$ cat src/core/irq_unit_defs.svh
// Functional notes
// - Eleven sources: five original plus six added, each maskable and prioritised.
// - Added enables at offset c8; bits 7 and 6 reserved, read zero.
// - Added priority levels at offset f8, one bit per added source.
// - Tx error vectors to 04b: no-ack or collision, plus underflow under DMA.
// - Transfer channel 1 done vectors to 053 when enabled.
// - Tx ok vectors to 043: fifo not full under CPU, tx done under DMA.
// - Transfer channel 0 done vectors to 03b when enabled.
// - Rx error vectors to 033 on checksum, overflow, abort or alignment fault.
// - Rx ok vectors to 02b: fifo not empty under CPU, rx done under DMA.
// - Priority bit one beats priority bit zero; same scheme for both registers.
// - Priority bits: 5 tx err, 4 xfer1, 3 tx ok, 2 xfer0, 1 rx err, 0 rx ok.
// - Equal level poll order: ext0,rxok,tmr0,rxerr,x0,ext1,txok,x1,tmr1,txerr,serial.
// - Original sources keep base bits 0-4 and vectors 03,0b,13,1b,23.
`ifndef IRQ_UNIT_DEFS_SVH
`define IRQ_UNIT_DEFS_SVH
`define ADDR_BASE_EN     8'ha8
`define ADDR_BASE_PRI    8'hb8
`define ADDR_EN_HI       8'hc8
`define ADDR_PRI_HI      8'hf8
`define ADDR_SERVICE     8'h00
`define ADDR_STATUS      8'h04
`define BASE_EN_MASK     8'h9f
`define LOW5_MASK        8'h1f
`define HI6_MASK         8'h3f
`define GLOBAL_EN_BIT    7
`define NSRC             11
`define VEC_EXT0         8'h03
`define VEC_TMR0         8'h0b
`define VEC_EXT1         8'h13
`define VEC_TMR1         8'h1b
`define VEC_SER          8'h23
`define VEC_RXOK         8'h2b
`define VEC_RXERR        8'h33
`define VEC_X0           8'h3b
`define VEC_TXOK         8'h43
`define VEC_TXERR        8'h4b
`define VEC_X1           8'h53
`define DONE_BIT         1
`endif

$ cat src/core/irq_unit_pkg.sv
package irq_unit_pkg;
   // Link status flags from the serial link channel
   typedef struct packed {
      logic dma_mode;
      logic missing_acknowledge;
      logic tx_collision_detect;
      logic tx_underflow;
      logic tx_fifo_not_full;
      logic tx_done_flag;
      logic rx_checksum_error;
      logic rx_overflow;
      logic rx_aborted;
      logic rx_alignment_fault;
      logic rx_fifo_not_empty;
      logic rx_done_flag;
   } link_flags_t;
   // Requests in polling order, index 0 polled first
   typedef logic [10:0] src_vec_t;
endpackage

$ cat src/core/eleven_source_interrupt_unit.sv
// Design decision made here: the Wishbone interface to the registers.
`timescale 1ns/1ps
`include "irq_unit_defs.svh"
module eleven_source_interrupt_unit
(
   // Clock and reset
   input  wire logic                      I_CORE_CLK,
   input  wire logic                      I_RST_N,
   // Wishbone slave
   input  wire logic                      I_WB_CYC,
   input  wire logic                      I_WB_STB,
   input  wire logic                      I_WB_WE,
   input  wire logic [7:0]                I_WB_ADR,
   input  wire logic [3:0]                I_WB_SEL,
   input  wire logic [31:0]               I_WB_DAT,
   output logic      [31:0]               O_WB_DAT,
   output logic                           O_WB_ACK,
   // Sources
   input  wire logic                      I_EXT0,
   input  wire logic                      I_TIMER0,
   input  wire logic                      I_EXT1,
   input  wire logic                      I_TIMER1,
   input  wire logic                      I_SERIAL,
   input  wire irq_unit_pkg::link_flags_t I_LINK,
   input  wire logic [7:0]                I_XFER0_CONTROL,
   input  wire logic [7:0]                I_XFER1_CONTROL,
   // Core handshake
   input  wire logic                      I_VEC_TAKEN,
   input  wire logic                      I_RETI,
   output logic                           O_IRQ_REQ,
   output logic      [7:0]                O_IRQ_VECTOR
);
   logic [7:0]             base_en_q;
   logic [7:0]             base_pri_q;
   logic [7:0]             en_hi_q;
   logic [7:0]             pri_hi_q;
   logic                   ack_q;
   logic [31:0]            rdat_q;
   logic                   in_hi_q;
   logic                   in_lo_q;
   logic                   req_q;
   logic [7:0]             vec_q;
   logic                   req_hi_q;
   irq_unit_pkg::src_vec_t raw;
   irq_unit_pkg::src_vec_t en;
   irq_unit_pkg::src_vec_t pri;
   irq_unit_pkg::src_vec_t pend;
   logic                   win_any;
   logic                   win_hi;
   logic [7:0]             win_vec;
   logic                   wr_stb;

   // Vector for a poll position
   function automatic logic [7:0] vec_of(input int idx);
      unique case (idx)
         0:       vec_of = `VEC_EXT0;
         1:       vec_of = `VEC_RXOK;
         2:       vec_of = `VEC_TMR0;
         3:       vec_of = `VEC_RXERR;
         4:       vec_of = `VEC_X0;
         5:       vec_of = `VEC_EXT1;
         6:       vec_of = `VEC_TXOK;
         7:       vec_of = `VEC_X1;
         8:       vec_of = `VEC_TMR1;
         9:       vec_of = `VEC_TXERR;
         default: vec_of = `VEC_SER;
      endcase
   endfunction

   // Byte-lane write with a mask of implemented bits
   function automatic logic [7:0] wr8(input logic [7:0] old, input logic [7:0] mask);
      wr8 = I_WB_SEL[0] ? (I_WB_DAT[7:0] & mask) : old;
   endfunction

   // Source requests; flags are level-held by their owners, never cleared here
   always_comb
   begin
      raw[0]  = I_EXT0;
      raw[1]  = I_LINK.dma_mode ? I_LINK.rx_done_flag : I_LINK.rx_fifo_not_empty;
      raw[2]  = I_TIMER0;
      raw[3]  = I_LINK.rx_checksum_error | I_LINK.rx_overflow
              | I_LINK.rx_aborted | I_LINK.rx_alignment_fault;
      raw[4]  = I_XFER0_CONTROL[`DONE_BIT];
      raw[5]  = I_EXT1;
      raw[6]  = I_LINK.dma_mode ? I_LINK.tx_done_flag : I_LINK.tx_fifo_not_full;
      raw[7]  = I_XFER1_CONTROL[`DONE_BIT];
      raw[8]  = I_TIMER1;
      raw[9]  = I_LINK.missing_acknowledge | I_LINK.tx_collision_detect
              | (I_LINK.dma_mode & I_LINK.tx_underflow);
      raw[10] = I_SERIAL;
   end

   // Map register bits onto poll positions
   always_comb
   begin
      en  = {base_en_q[4], en_hi_q[5], base_en_q[3], en_hi_q[4], en_hi_q[3], base_en_q[2],
             en_hi_q[2], en_hi_q[1], base_en_q[1], en_hi_q[0], base_en_q[0]};
      pri = {base_pri_q[4], pri_hi_q[5], base_pri_q[3], pri_hi_q[4], pri_hi_q[3],
             base_pri_q[2], pri_hi_q[2], pri_hi_q[1], base_pri_q[1], pri_hi_q[0],
             base_pri_q[0]};
      pend = raw & en & {`NSRC{base_en_q[`GLOBAL_EN_BIT]}};
   end

   // Two-level fixed poll: high level first, then index order
   always_comb
   begin
      win_any = 1'b0;
      win_hi  = 1'b0;
      win_vec = 8'h00;
      for (int i = `NSRC - 1; i >= 0; i--)
      begin
         if (pend[i] && pri[i])
         begin
            win_any = 1'b1;
            win_hi  = 1'b1;
            win_vec = vec_of(i);
         end
      end
      if (!win_hi)
      begin
         for (int i = `NSRC - 1; i >= 0; i--)
         begin
            if (pend[i])
            begin
               win_any = 1'b1;
               win_vec = vec_of(i);
            end
         end
      end
   end

   assign wr_stb = I_WB_CYC && I_WB_STB && I_WB_WE && !ack_q;

   // Register writes; only the low byte lane carries data
   always_ff @(posedge I_CORE_CLK)
   begin
      if (!I_RST_N)
      begin
         base_en_q  <= 8'h00;
         base_pri_q <= 8'h00;
         en_hi_q    <= 8'h00;
         pri_hi_q   <= 8'h00;
      end
      else if (wr_stb)
      begin
         unique case (I_WB_ADR)
            `ADDR_BASE_EN:  base_en_q  <= wr8(base_en_q, `BASE_EN_MASK);
            `ADDR_BASE_PRI: base_pri_q <= wr8(base_pri_q, `LOW5_MASK);
            `ADDR_EN_HI:    en_hi_q    <= wr8(en_hi_q, `HI6_MASK);
            `ADDR_PRI_HI:   pri_hi_q   <= wr8(pri_hi_q, `HI6_MASK);
            default:        ;
         endcase
      end
   end

   // Bus answer one cycle after the strobe; unmapped reads give zero
   always_ff @(posedge I_CORE_CLK)
   begin
      if (!I_RST_N)
      begin
         ack_q  <= 1'b0;
         rdat_q <= 32'h0000_0000;
      end
      else
      begin
         ack_q <= I_WB_CYC && I_WB_STB && !ack_q;
         unique case (I_WB_ADR)
            `ADDR_BASE_EN:  rdat_q <= {24'h00_0000, base_en_q};
            `ADDR_BASE_PRI: rdat_q <= {24'h00_0000, base_pri_q};
            `ADDR_EN_HI:    rdat_q <= {24'h00_0000, en_hi_q};
            `ADDR_PRI_HI:   rdat_q <= {24'h00_0000, pri_hi_q};
            `ADDR_SERVICE:  rdat_q <= {30'h0000_0000, in_hi_q, in_lo_q};
            `ADDR_STATUS:   rdat_q <= {21'h00_0000, pend};
            default:        rdat_q <= 32'h0000_0000;
         endcase
      end
   end

   // Request to the core, gated by the level now in service
   always_ff @(posedge I_CORE_CLK)
   begin
      if (!I_RST_N)
      begin
         req_q    <= 1'b0;
         vec_q    <= 8'h00;
         req_hi_q <= 1'b0;
      end
      else
      begin
         req_q    <= win_any && !in_hi_q && !(in_lo_q && !win_hi) && !I_VEC_TAKEN;
         vec_q    <= win_vec;
         req_hi_q <= win_hi;
      end
   end

   // Service levels: taken sets the level, return unwinds the newest one
   always_ff @(posedge I_CORE_CLK)
   begin
      if (!I_RST_N)
      begin
         in_hi_q <= 1'b0;
         in_lo_q <= 1'b0;
      end
      else if (I_VEC_TAKEN && req_q)
      begin
         if (req_hi_q)
            in_hi_q <= 1'b1;
         else
            in_lo_q <= 1'b1;
      end
      else if (I_RETI)
      begin
         if (in_hi_q)
            in_hi_q <= 1'b0;
         else
            in_lo_q <= 1'b0;
      end
   end

   assign O_WB_ACK     = ack_q;
   assign O_WB_DAT     = rdat_q;
   assign O_IRQ_REQ    = req_q;
   assign O_IRQ_VECTOR = vec_q;
endmodule

$ cat config.mk
export PLATFORM = sky130hd
export DESIGN_NAME = eleven_source_interrupt_unit
export DESIGN_NICKNAME = d
export VERILOG_FILES = /design/src/core/irq_unit_pkg.sv /design/src/core/eleven_source_interrupt_unit.sv
export VERILOG_INCLUDE_DIRS = /design/src /design/src/core
export SDC_FILE = /design/constraint.sdc
export NUM_CORES = 1
export LEC_CHECK = 0
export BUFFER_PORTS_ARGS = -buffer_cell sky130_fd_sc_hd__buf_2
export CORE_UTILIZATION = 45
export DETAILED_ROUTE_END_ITERATION = 10
export GPL_TIMING_DRIVEN = 1
export PLACE_DENSITY = 0.8
export SLEW_MARGIN = 20
export SYNTH_ARGS = -nofsm -noshare
export SYNTH_HDL_FRONTEND = slang
export SYNTH_SLANG_ARGS = --single-unit
$ cat constraint.sdc
create_clock -name I_CORE_CLK -period 1.6 [get_ports I_CORE_CLK]
set_input_delay 0.24 -clock I_CORE_CLK [delete_from_list [all_inputs] [get_ports I_CORE_CLK]]
set_output_delay 0.24 -clock I_CORE_CLK [all_outputs]
set_load 0.02 [all_outputs]
After elaboration in Yosys (flattened, before gate mapping)
Cells that the tools add are included. Widths: inputs -> output; s select.

Eq/ne operators: 8. Multiplexer cells: 56. Bitwise gates (word level): 8. Reduce and logical (&&, ||, !) cells: 33.

Operator list (number): $mux 8 (22); $pmux 11 s6 (1); $eq 8x8->1 const B (4); $mux 1 (32); $and 11x11->11 (2); $logic_and 1x1->1 (20); $reduce_and 3->1 (5); $eq 8x3->1 const B (1); $logic_not 8->1 (1); $mux 6 (1); $logic_not 1->1 (5); $or 1x1->1 (5); $ne 2x2->1 const B (2); $ne 2x1->1 const B (1); $reduce_and 2->1 (1); $reduce_bool 2->1 (1); $and 1x1->1 (1).

Register bits after elaboration: 68. Input bits: 84. Output and inout bits: 42. Logic and storage cells: 116.

Logic depth before layout (Yosys ltp)
Gate-level depths: netlist of the first run.

Depth in word-level cells: 29. Mapped depth: 7.

Worst setup path before layout of the first run
No wires, ideal clock.

Kind: reg-to-reg. Start point: register ack_q, in the netlist O_WB_ACK. End point: register base_pri_q[1]. Setup time: 128 ps. Data arrival time: 1493 ps. Required time: 1472 ps. Setup slack: -21 ps. Cell stages (with the launch flop): 6. Path through: dfxtp_1 -> nor2b_1 -> nand4_1 -> nor4b_4 -> mux2i_1 -> nor2_1.

Cells in the longest elaborated chain, start to end: 3.

Ends and longest elaborated chain: start: declaration (line eleven_source_interrupt_unit.sv:37) `logic ack_q;`; start signal: assignment (line eleven_source_interrupt_unit.sv:166) `ack_q <= I_WB_CYC && I_WB_STB && !ack_q;`; $logic_not 1->1 (line eleven_source_interrupt_unit.sv:132) `assign wr_stb = I_WB_CYC && I_WB_STB && I_WB_WE && !ack_q;`; $logic_and 1x1->1 (line eleven_source_interrupt_unit.sv:132); $reduce_and 3->1 (no source line); end signal: assignment (line eleven_source_interrupt_unit.sv:148) `` `ADDR_BASE_PRI: base_pri_q <= wr8(base_pri_q, `LOW5_MASK); ``; end: declaration (line eleven_source_interrupt_unit.sv:34) `logic [7:0] base_pri_q;`.

No other way between the ends. A chain may end at the register's enable or synchronous reset.

Worst setup path in the final report of the first run
Start point: register base_en_q[7]. End point: register vec_q[4], in the netlist O_IRQ_VECTOR[4].

Cells in the longest elaborated chain, start to end: 24.

Ends and longest elaborated chain: start: declaration (line eleven_source_interrupt_unit.sv:33) `logic [7:0] base_en_q;`; start signal: assignment (line eleven_source_interrupt_unit.sv:147) `` `ADDR_BASE_EN: base_en_q <= wr8(base_en_q, `BASE_EN_MASK); ``; $and 11x11->11 * (line eleven_source_interrupt_unit.sv:101) `` pend = raw & en & {`NSRC{base_en_q[`GLOBAL_EN_BIT]}}; ``; $logic_and 1x1->1 (line eleven_source_interrupt_unit.sv:112) `if (pend[i] && pri[i])`; $mux 8 (10 in a row) (line eleven_source_interrupt_unit.sv:112); $mux 8 (11 in a row) (line eleven_source_interrupt_unit.sv:123) `if (pend[i])`; $mux 8 * (line eleven_source_interrupt_unit.sv:119) `if (!win_hi)`; end signal: assignment (line eleven_source_interrupt_unit.sv:191) `vec_q <= win_vec;`; end: declaration (line eleven_source_interrupt_unit.sv:42) `logic [7:0] vec_q;`.

Mark *: on every way between the ends. The rest lies on a longest branch, timed or not.

==> results of run 1 <==
-- flip-flops by register name, indices dropped and copies added, names as in the netlist --
signal,count
O_WB_DAT,11
req_hi_q,1
O_IRQ_REQ,1
en_hi_q,6
in_lo_q,1
in_hi_q,1
base_pri_q,5
pri_hi_q,6
base_en_q,6
O_IRQ_VECTOR,5
O_WB_ACK,1
-- final timing paths --
check,start,end,cells after the start
setup / recovery,base_en_q[7],O_IRQ_VECTOR[4],6
hold / removal,I_WB_DAT[7],base_en_q[7],3
hold reg to reg,pri_hi_q[4],O_WB_DAT[4],2
setup reg to reg,base_en_q[7],O_IRQ_VECTOR[4],6
-- final cells by class --
class / instances / area (µm²) / area share (%)
clock buffer: 6 / 82.58 / 2.584
timing repair buffer: 107 / 701.9 / 21.97
inverter: 3 / 11.26 / 0.3524
sequential: 44 / 883.3 / 27.64
clock inverter: 2 / 38.79 / 1.214
multi-input combinational: 212 / 1390 / 43.50
tap: 70 / 87.58 / 2.741
-- power by group --
group	switching [W]	internal, W	total [W]
Clock	0.000396	0.000511	0.000907
Combinational	0.000133	0.0000785	0.000212
Sequential	0.000000677	0.00110	0.00110
-- layout by cell type (no fill, tap or decap), types with 9 or more instances in the layout --
master	netlist	final
nor2_1	38	37
buf_2	2	60
conb_1	1	23
buf_4	27	41
nand4_1	9	9
dfxtp_1	44	42
a21oi_1	14	12
nand2_1	18	17
mux2i_1	26	26
nand3_1	10	9
-- per-stage QoR --
stage | power [W] | cells | hold WS (ps) | area (µm²) | setup WS, ps
2_1_floorplan | 0.001261 | 293 | 385.8 | 2454 | 7.506
3_3_place_gp | 0.001322 | 431 | 477.6 | 2963 | -143.5
3_5_place_dp | 0.001325 | 431 | 489.8 | 2963 | -165.1
4_1_cts | 0.002213 | 441 | 182.1 | 3115 | -9.282
5_1_grt | 0.002288 | 444 | 186.8 | 3196 | -64.98
6_report | 0.002215 | 444 | 176.9 | 3196 | 6.842
-- tightest hold or removal path, delay by kind of cell --
family / cells / cell delay (ps)
muxes: 1 / 50
and+or+nand+nor: 1 / 80
buffers and inverters: 1 / 70
-- what timing repair did --
item | 4_1_cts | 5_1_grt
pin swaps | 5 | 7
resized for setup | 5 | 17
hold buffers | 0 | 0
setup endpoints to repair | 5 | 10
gates cloned | 0 | 0
setup buffers | 2 | 3
-- per-layer routing --
metal,GRT usage (%),vias to the layer above,share of wire [%]
met5,0,-,0
met4,8.386,0,2.8
met3,4.472,17,4.9
met2,39.44,91,49
met1,28.91,1094,44
li1,-,1146,-
-- kinds of logic after synthesis --
group / Yosys count
simple gates: 111
xor+xnor: 1
flops: 44
compound gates: 51
buf+inv: 37
mux: 26
other cells: 1
==> metrics, run 1 <==
fmax 627.7 MHz; Fin. Hold Viols 0; vias in the first global route 2120; # IOs 126; main combinational cell family by area after synthesis simple AND/OR/NAND/NOR gates; Slew Limit Fails 0; synth warn 0; Clock Path Buffers 2; Post-DRT Antenna Nets 0; Pleak 1.403 nW; Async SR Flop Fraction 0%; post-layout util 62.97%; adder-cell area share of the yosys netlist 0%; area leader, netlist dfxtp_1; cts bufs inserted 5; Synth Area in Compound Gates 15.31%; Req. time, crit path 1810 ps; synth top area cells dfxtp_1, mux2i_1, buf_4, nor2_1, a21oi_1; routed via count 2348; outcome completed; max incr delay on CP 350 ps; R2R Setup Slk 7 ps; simple-gate share of the synthesized area 25.77%; Crit. End Element flop; critical path class reg -> reg; total inserted antenna cells 0; CP Cell Sequence buf_6, nand4_1, a21bo_1, nor2_2, nand4_1, o32ai_2; setup violators final 0; DP HPWL 4.788 mm; Die ar. 0.005561 mm²; Initial Util 46.70%; top-count cell post-synth dfxtp_1; CP Max Fanout 12; Commonest cells post-synth dfxtp_1, nor2_1, buf_4, mux2i_1, nand2_1; die width 74.57 µm; Synth top area share 37.17%; unrepaired setup endpoints after global routing true; DRT iter0 DRCs 198; Mapped Cells 271; Post-synth EDFFs 0; layout cells sized above 1 38.24%; GRT Residual Overflow 0; Post-Synth XOR/XNOR Area 0.3696%; Final period util 99.57%; Setup TNS Final 0 ps; startpoint types flop; Root Driver clkbuf_8; most frequent cell on the critical path nand4_1; largest net degree at the start of global routing 28; sequential share of the synthesized area 37.17%; H-tree Lvls 2; Post-Route WL 6.302 mm; row cnt 26; P&R area growth vs syn 34.85%; synth unique cells 49; DRC 0; number of clock sinks 44; DR vias/cell 5.288; initial antenna violation count 0; Netlist Area Pre-Place 0.002370 mm²; FF+latch count, synth 44; worst path arrival time 1800 ps; mean post-synth cell area 8.745 µm²; Top FF cell, synth dfxtp_1; worst-skew pair later-pin latency 300 ps; Core Area 0.005075 mm²; PD cells 693.1 mW/mm²; # port buffers 60; Detailed Routing Iterations Pass 1 6; CP bufs+invs 1; post-synthesis mux area share 10.98%; TritonCTS clock tree done; clock skew 5.864 ps; slowest cell on the critical path dfxtp_2; Die Span Y 74.57 µm; worst hold-check path type in -> reg; Top Family by Delay on Critical Path compound AO/OA/AOI/OAI gates; first-pass GRT wire length 9.729 mm; Max-Cap Viols 0; Clk pin slew, worst setup/hold paths 90 ps; wire length per cell 14.19 µm; Fillers 444; total track usage 23.12%; GP Congestion 0.9325; fin nets 457; fin crit period 1593 ps; Worst IR Drop VDD 567.8 µV
Note: power is estimated with default switching activity, not from simulation.
==> run 2, diff against run 1 <==
--- a/config.mk
+++ b/config.mk
@@ -15,3 +15,4 @@
 export SYNTH_ARGS = -nofsm -noshare
 export SYNTH_HDL_FRONTEND = slang
 export SYNTH_SLANG_ARGS = --single-unit
+export TNS_END_PERCENT = 5
==> constraint.sdc (replaced) <==
create_clock -name I_CORE_CLK -period 1.85 [get_ports I_CORE_CLK]
set_input_delay 0.2775 -clock I_CORE_CLK [delete_from_list [all_inputs] [get_ports I_CORE_CLK]]
set_output_delay 0.2775 -clock I_CORE_CLK [all_outputs]
set_load 0.02 [all_outputs]
==> metrics, run 2 (synthesis results as in run 1) <==
worst path arrival time 1920 ps (+120 ps); CP Max Fanout 12 (unchanged); # IOs 126 (unchanged); Clock Path Buffers 2 (unchanged); Post-CTS Setup Inserts 0 (-2); P&R area growth vs syn 20.64%; Core Area 0.005075 mm² (unchanged); DR vias/cell 5.424 (+2.6%); unrepaired setup endpoints after global routing false; startpoint types flop; Final period util 92.27% (-7.3 points); initial antenna violation count 0 (unchanged); worst hold-check path type in -> reg; routed via count 2251 (-4.1%); TritonCTS clock tree done; wire length per cell 14.35 µm (+1.1%); Fin. Hold Viols 0 (unchanged); Max-Cap Viols 0 (unchanged); Detailed Routing Iterations Pass 1 5 (-1); CTS Hold Bufs 0 (unchanged); GRT Residual Overflow 0 (unchanged); Setup TNS Final 0 ps (unchanged); Post-DRT Antenna Nets 0 (unchanged); fmax 585.9 MHz (-6.7%); Req. time, crit path 2070 ps (+260 ps); PD cells 653.2 mW/mm² (-5.8%); fin crit period 1707 ps (+113.7 ps); Slew Limit Fails 0 (unchanged); GP Congestion 0.8995 (-3.5%); critical path class reg -> reg; post_cts resized 0 (-5); total track usage 22.12% (-1.0 points); Root Driver clkbuf_8; most frequent cells in the layout buf_2, dfxtp_1, nor2_1; fin nets 428 (-6.3%); outcome completed; die width 74.57 µm (unchanged); Pwr Total 0.001868 W (-16%); Clk pin slew, worst setup/hold paths 90 ps (about the same); fin area 0.002859 mm² (-11%); total inserted antenna cells 0 (unchanged); first-pass GRT wire length 9.163 mm (-5.8%); Pleak 1.227 nW (-13%); setup violators final 0 (unchanged); cts bufs inserted 5 (unchanged); H-tree Lvls 2 (unchanged); vias in the first global route 2002 (-5.6%); Post-Route WL 5.955 mm (-5.5%); Crit. End Element flop; DRT iter0 DRCs 167 (-16%); Die ar. 0.005561 mm² (unchanged); dpl cell area 0.002744 mm² (-7.4%); row cnt 26 (unchanged); Worst IR Drop VDD 468.6 µV (-17%); layout cells sized above 1 28.41% (-9.8 points); Initial Util 46.70% (unchanged); # port buffers 60 (unchanged); commonest non-fill, non-tap cell in the layout buf_2; max reg flops 11 (unchanged); worst-skew pair later-pin latency 300 ps (about the same); number of clock sinks 44 (unchanged); DRC 0 (unchanged); clock skew 8.634 ps (+2.770 ps); largest net degree at the start of global routing 28 (unchanged); DP HPWL 4.662 mm (-2.6%); Die Span Y 74.57 µm (unchanged)
-- run 2: layer usage --
layer	vias to the layer above	wire (µm)	GRT usage, %
met1	1047	2610	27.38
met4	0	112	9.015
li1	1086	-	-
met3	17	372	4.472
met5	-	0	0
met2	101	2860	37.44
-- run 2: layout make-up --
| class | instances | area (µm²) |
|---|---|---|
| Tap cell | 70 | 87.58 |
| Fill cell | 501 | 2216 |
| Timing Repair Buffer | 78 | 435.4 |
| Clock buffer | 5 | 68.82 |
| Multi-Input combinational cell | 212 | 1329 |
| Sequential cell | 44 | 880.8 |
| Inverter | 3 | 11.26 |
| Clock inverter | 3 | 46.29 |
-- run 2: power by group --
| part | switching, W | leakage (nW) | internal (W) | total [W] |
|---|---|---|---|---|
| clock network | 0.000349 | 0.0548 | 0.000407 | 0.000756 |
| registers | 0.000000435 | 0.354 | 0.000947 | 0.000947 |
| logic | 0.000110 | 0.818 | 0.0000543 | 0.000165 |
-- run 2: final timing paths --
path | end | start | slack, ps | depth (start not counted)
worst max-delay path | O_IRQ_VECTOR[4] | base_en_q[7] | 140 | 6
worst min-delay path | base_en_q[7] | I_WB_DAT[7] | 220 | 3
worst max register to register | O_IRQ_VECTOR[4] | base_en_q[7] | 140 | 6
worst min register to register | O_WB_DAT[4] | pri_hi_q[4] | 490 | 2
-- run 2: per-stage QoR --
stage	hold slack, ps	utilization (%)	setup WS [ps]	instances
2_1_floorplan	423.4	-	229.3	293
3_3_place_gp	476.1	54.07	59.51	407
3_5_place_dp	486.0	54.07	23.80	407
4_1_cts	216.9	56.34	163.6	415
5_1_grt	223.1	56.34	34.51	415
6_report	222.8	56.34	143.1	415
-- run 2: critical path, stage by stage (launching register included) --
cell and delay (ps):
dfxtp_1 330, buf_4 170, nand4_1 170, a21bo_1 240
nor2_1 200, nand4_1 220, o32ai_2 280
==> run 3, diff against run 2 <==
--- a/config.mk
+++ b/config.mk
@@ -8,9 +8,10 @@
 export LEC_CHECK = 0
 export BUFFER_PORTS_ARGS = -buffer_cell sky130_fd_sc_hd__buf_2
 export CORE_UTILIZATION = 45
+export CTS_BUF_LIST = sky130_fd_sc_hd__clkbuf_2 sky130_fd_sc_hd__clkbuf_4 sky130_fd_sc_hd__clkbuf_8
 export DETAILED_ROUTE_END_ITERATION = 10
 export GPL_TIMING_DRIVEN = 1
-export PLACE_DENSITY = 0.8
+export PLACE_DENSITY_LB_ADDON = 0.25
 export SLEW_MARGIN = 20
 export SYNTH_ARGS = -nofsm -noshare
 export SYNTH_HDL_FRONTEND = slang
==> metrics, run 3 (synthesis results as in run 1) <==
outcome completed; P&R area growth vs syn 23.55%; Post-DRT Antenna Nets 0 (unchanged); worst hold-check path type in -> reg; Non-Filler Instances 418 (+0.72%); Pleak 1.255 nW (+2.3%); worst-skew pair later-pin latency 300 ps (about the same); layout cells sized above 1 29.89% (+1.5 points); Post-CTS Setup Inserts 0 (unchanged); Crit. End Element flop; total track usage 22.75% (+0.63 points); GP Congestion 0.9063 (+0.76%); Fillers 483 (-3.6%); Die Span Y 74.57 µm (unchanged); Max-Cap Viols 0 (unchanged); wire length per cell 14.32 µm (-0.23%); critical path class reg -> reg; die width 74.57 µm (unchanged); row cnt 26 (unchanged); post_cts resized 0 (unchanged); Root Driver clkbuf_8; Post-Route WL 5.984 mm (+0.49%); most frequent cells in the layout buf_2, dfxtp_1, nor2_1; # IOs 126 (unchanged); Slew Limit Fails 0 (unchanged); Detailed Routing Iterations Pass 1 4 (-1); DRT iter0 DRCs 209 (+25%); fin crit period 1706 ps (-0.9990 ps); Fin Hold WS 229.9 ps (+7.107 ps); clock skew 5.927 ps (-2.708 ps); Core Area 0.005075 mm² (unchanged); initial antenna violation count 0 (unchanged); number of clock sinks 44 (unchanged); fmax 586.2 MHz (about the same); DP HPWL 4.636 mm (-0.55%); TritonCTS clock tree done; Worst IR Drop VDD 466.7 µV (-0.42%); PD cells 636.6 mW/mm² (-2.5%); Clock Path Buffers 2 (unchanged); GRT Residual Overflow 0 (unchanged); Setup TNS Final 0 ps (unchanged); Fin. Hold Viols 0 (unchanged); startpoint types flop; largest net degree at the start of global routing 28 (unchanged); Req. time, crit path 2020 ps (-50 ps); setup violators final 0 (unchanged); global routing usage on met3 2.846% (-1.6 points); commonest non-fill, non-tap cell in the layout buf_2; total inserted antenna cells 0 (unchanged); routed via count 2229 (-0.98%); first-pass GRT wire length 9.432 mm (+2.9%); CP Max Fanout 11 (-1); Clk pin slew, worst setup/hold paths 90 ps (about the same); vias in the first global route 1955 (-2.3%); fin nets 431 (+0.70%); # port buffers 60 (unchanged); Initial Util 46.70% (unchanged); DRC 0 (unchanged); met2 GRT Util 36.34% (-1.1 points); DR vias/cell 5.333 (-1.7%); Final period util 92.21% (about the same); worst path arrival time 1880 ps (-40 ps); placed cell count 410 (+0.74%); CTS Hold Bufs 0 (unchanged); cts bufs inserted 5 (unchanged); H-tree Lvls 2 (unchanged); Die ar. 0.005561 mm² (unchanged); met1 GRT Util 31.40% (+4.0 points); global routing's busiest layer met2; unrepaired setup endpoints after global routing false; max reg flops 11 (unchanged)
[run 3: changes by cell type in the layout (fill, tap and decap cells not counted), sizes merged]
cell	before	now
buf	78	81
[run 3: critical path, cell delays in order, from the launching register on]
cell and delay [ps]:
dfxtp_2 450, nand2_1 140, o31ai_1 420, nor2_2 110, a221oi_1 310, o32ai_1 150
[run 3: report_power, final]
part	internal (W)	switching [W]	leakage (nW)
registers	0.000947	0.000000467	0.355
clock network	0.000407	0.000347	0.0548
logic	0.0000535	0.000109	0.845
total	0.00141	0.000457	1.25
[run 3: cell type report]
cell class	count	area, µm²	share of cell area, %
Clock inverter	3	46.29	1.581
Inverter	3	11.26	0.3846
Multi-Input combinational cell	212	1336	45.64
Timing Repair Buffer	81	495.5	16.92
Sequential cell	44	882.1	30.13
Clock buffer	5	68.82	2.350
Tap cell	70	87.58	2.991
[run 3: final timing paths]
path,slack (ps),to,cells after the start,startpoint
setup reg to reg,140,O_IRQ_VECTOR[5],5,base_en_q[7]
hold / removal,230,O_WB_ACK,2,I_WB_CYC
hold reg to reg,490,O_WB_DAT[4],2,pri_hi_q[4]
setup / recovery,140,O_IRQ_VECTOR[5],5,base_en_q[7]
[run 3: through the flow]
stage	total power (W)	area, µm²	util [%]	setup WS (ps)
final	0.001864	2928	57.69	144.1
after global routing	0.001939	2928	57.69	8.846
after CTS	0.001882	2919	57.52	15.22
after detailed placement	0.001130	2804	55.25	22.92
after global placement	0.001128	2804	55.25	75.84
after floorplan	0.001090	2452	-	229.3
[run 3: per-layer routing]
layer  vias up  routed length (µm)  share of wire, %
li1       1091                   -                 -
met2        94                2771                46
met5         -                   0                 0
met3         9                 365               6.1
met1      1035                2755                46
met4         0                  91               1.5
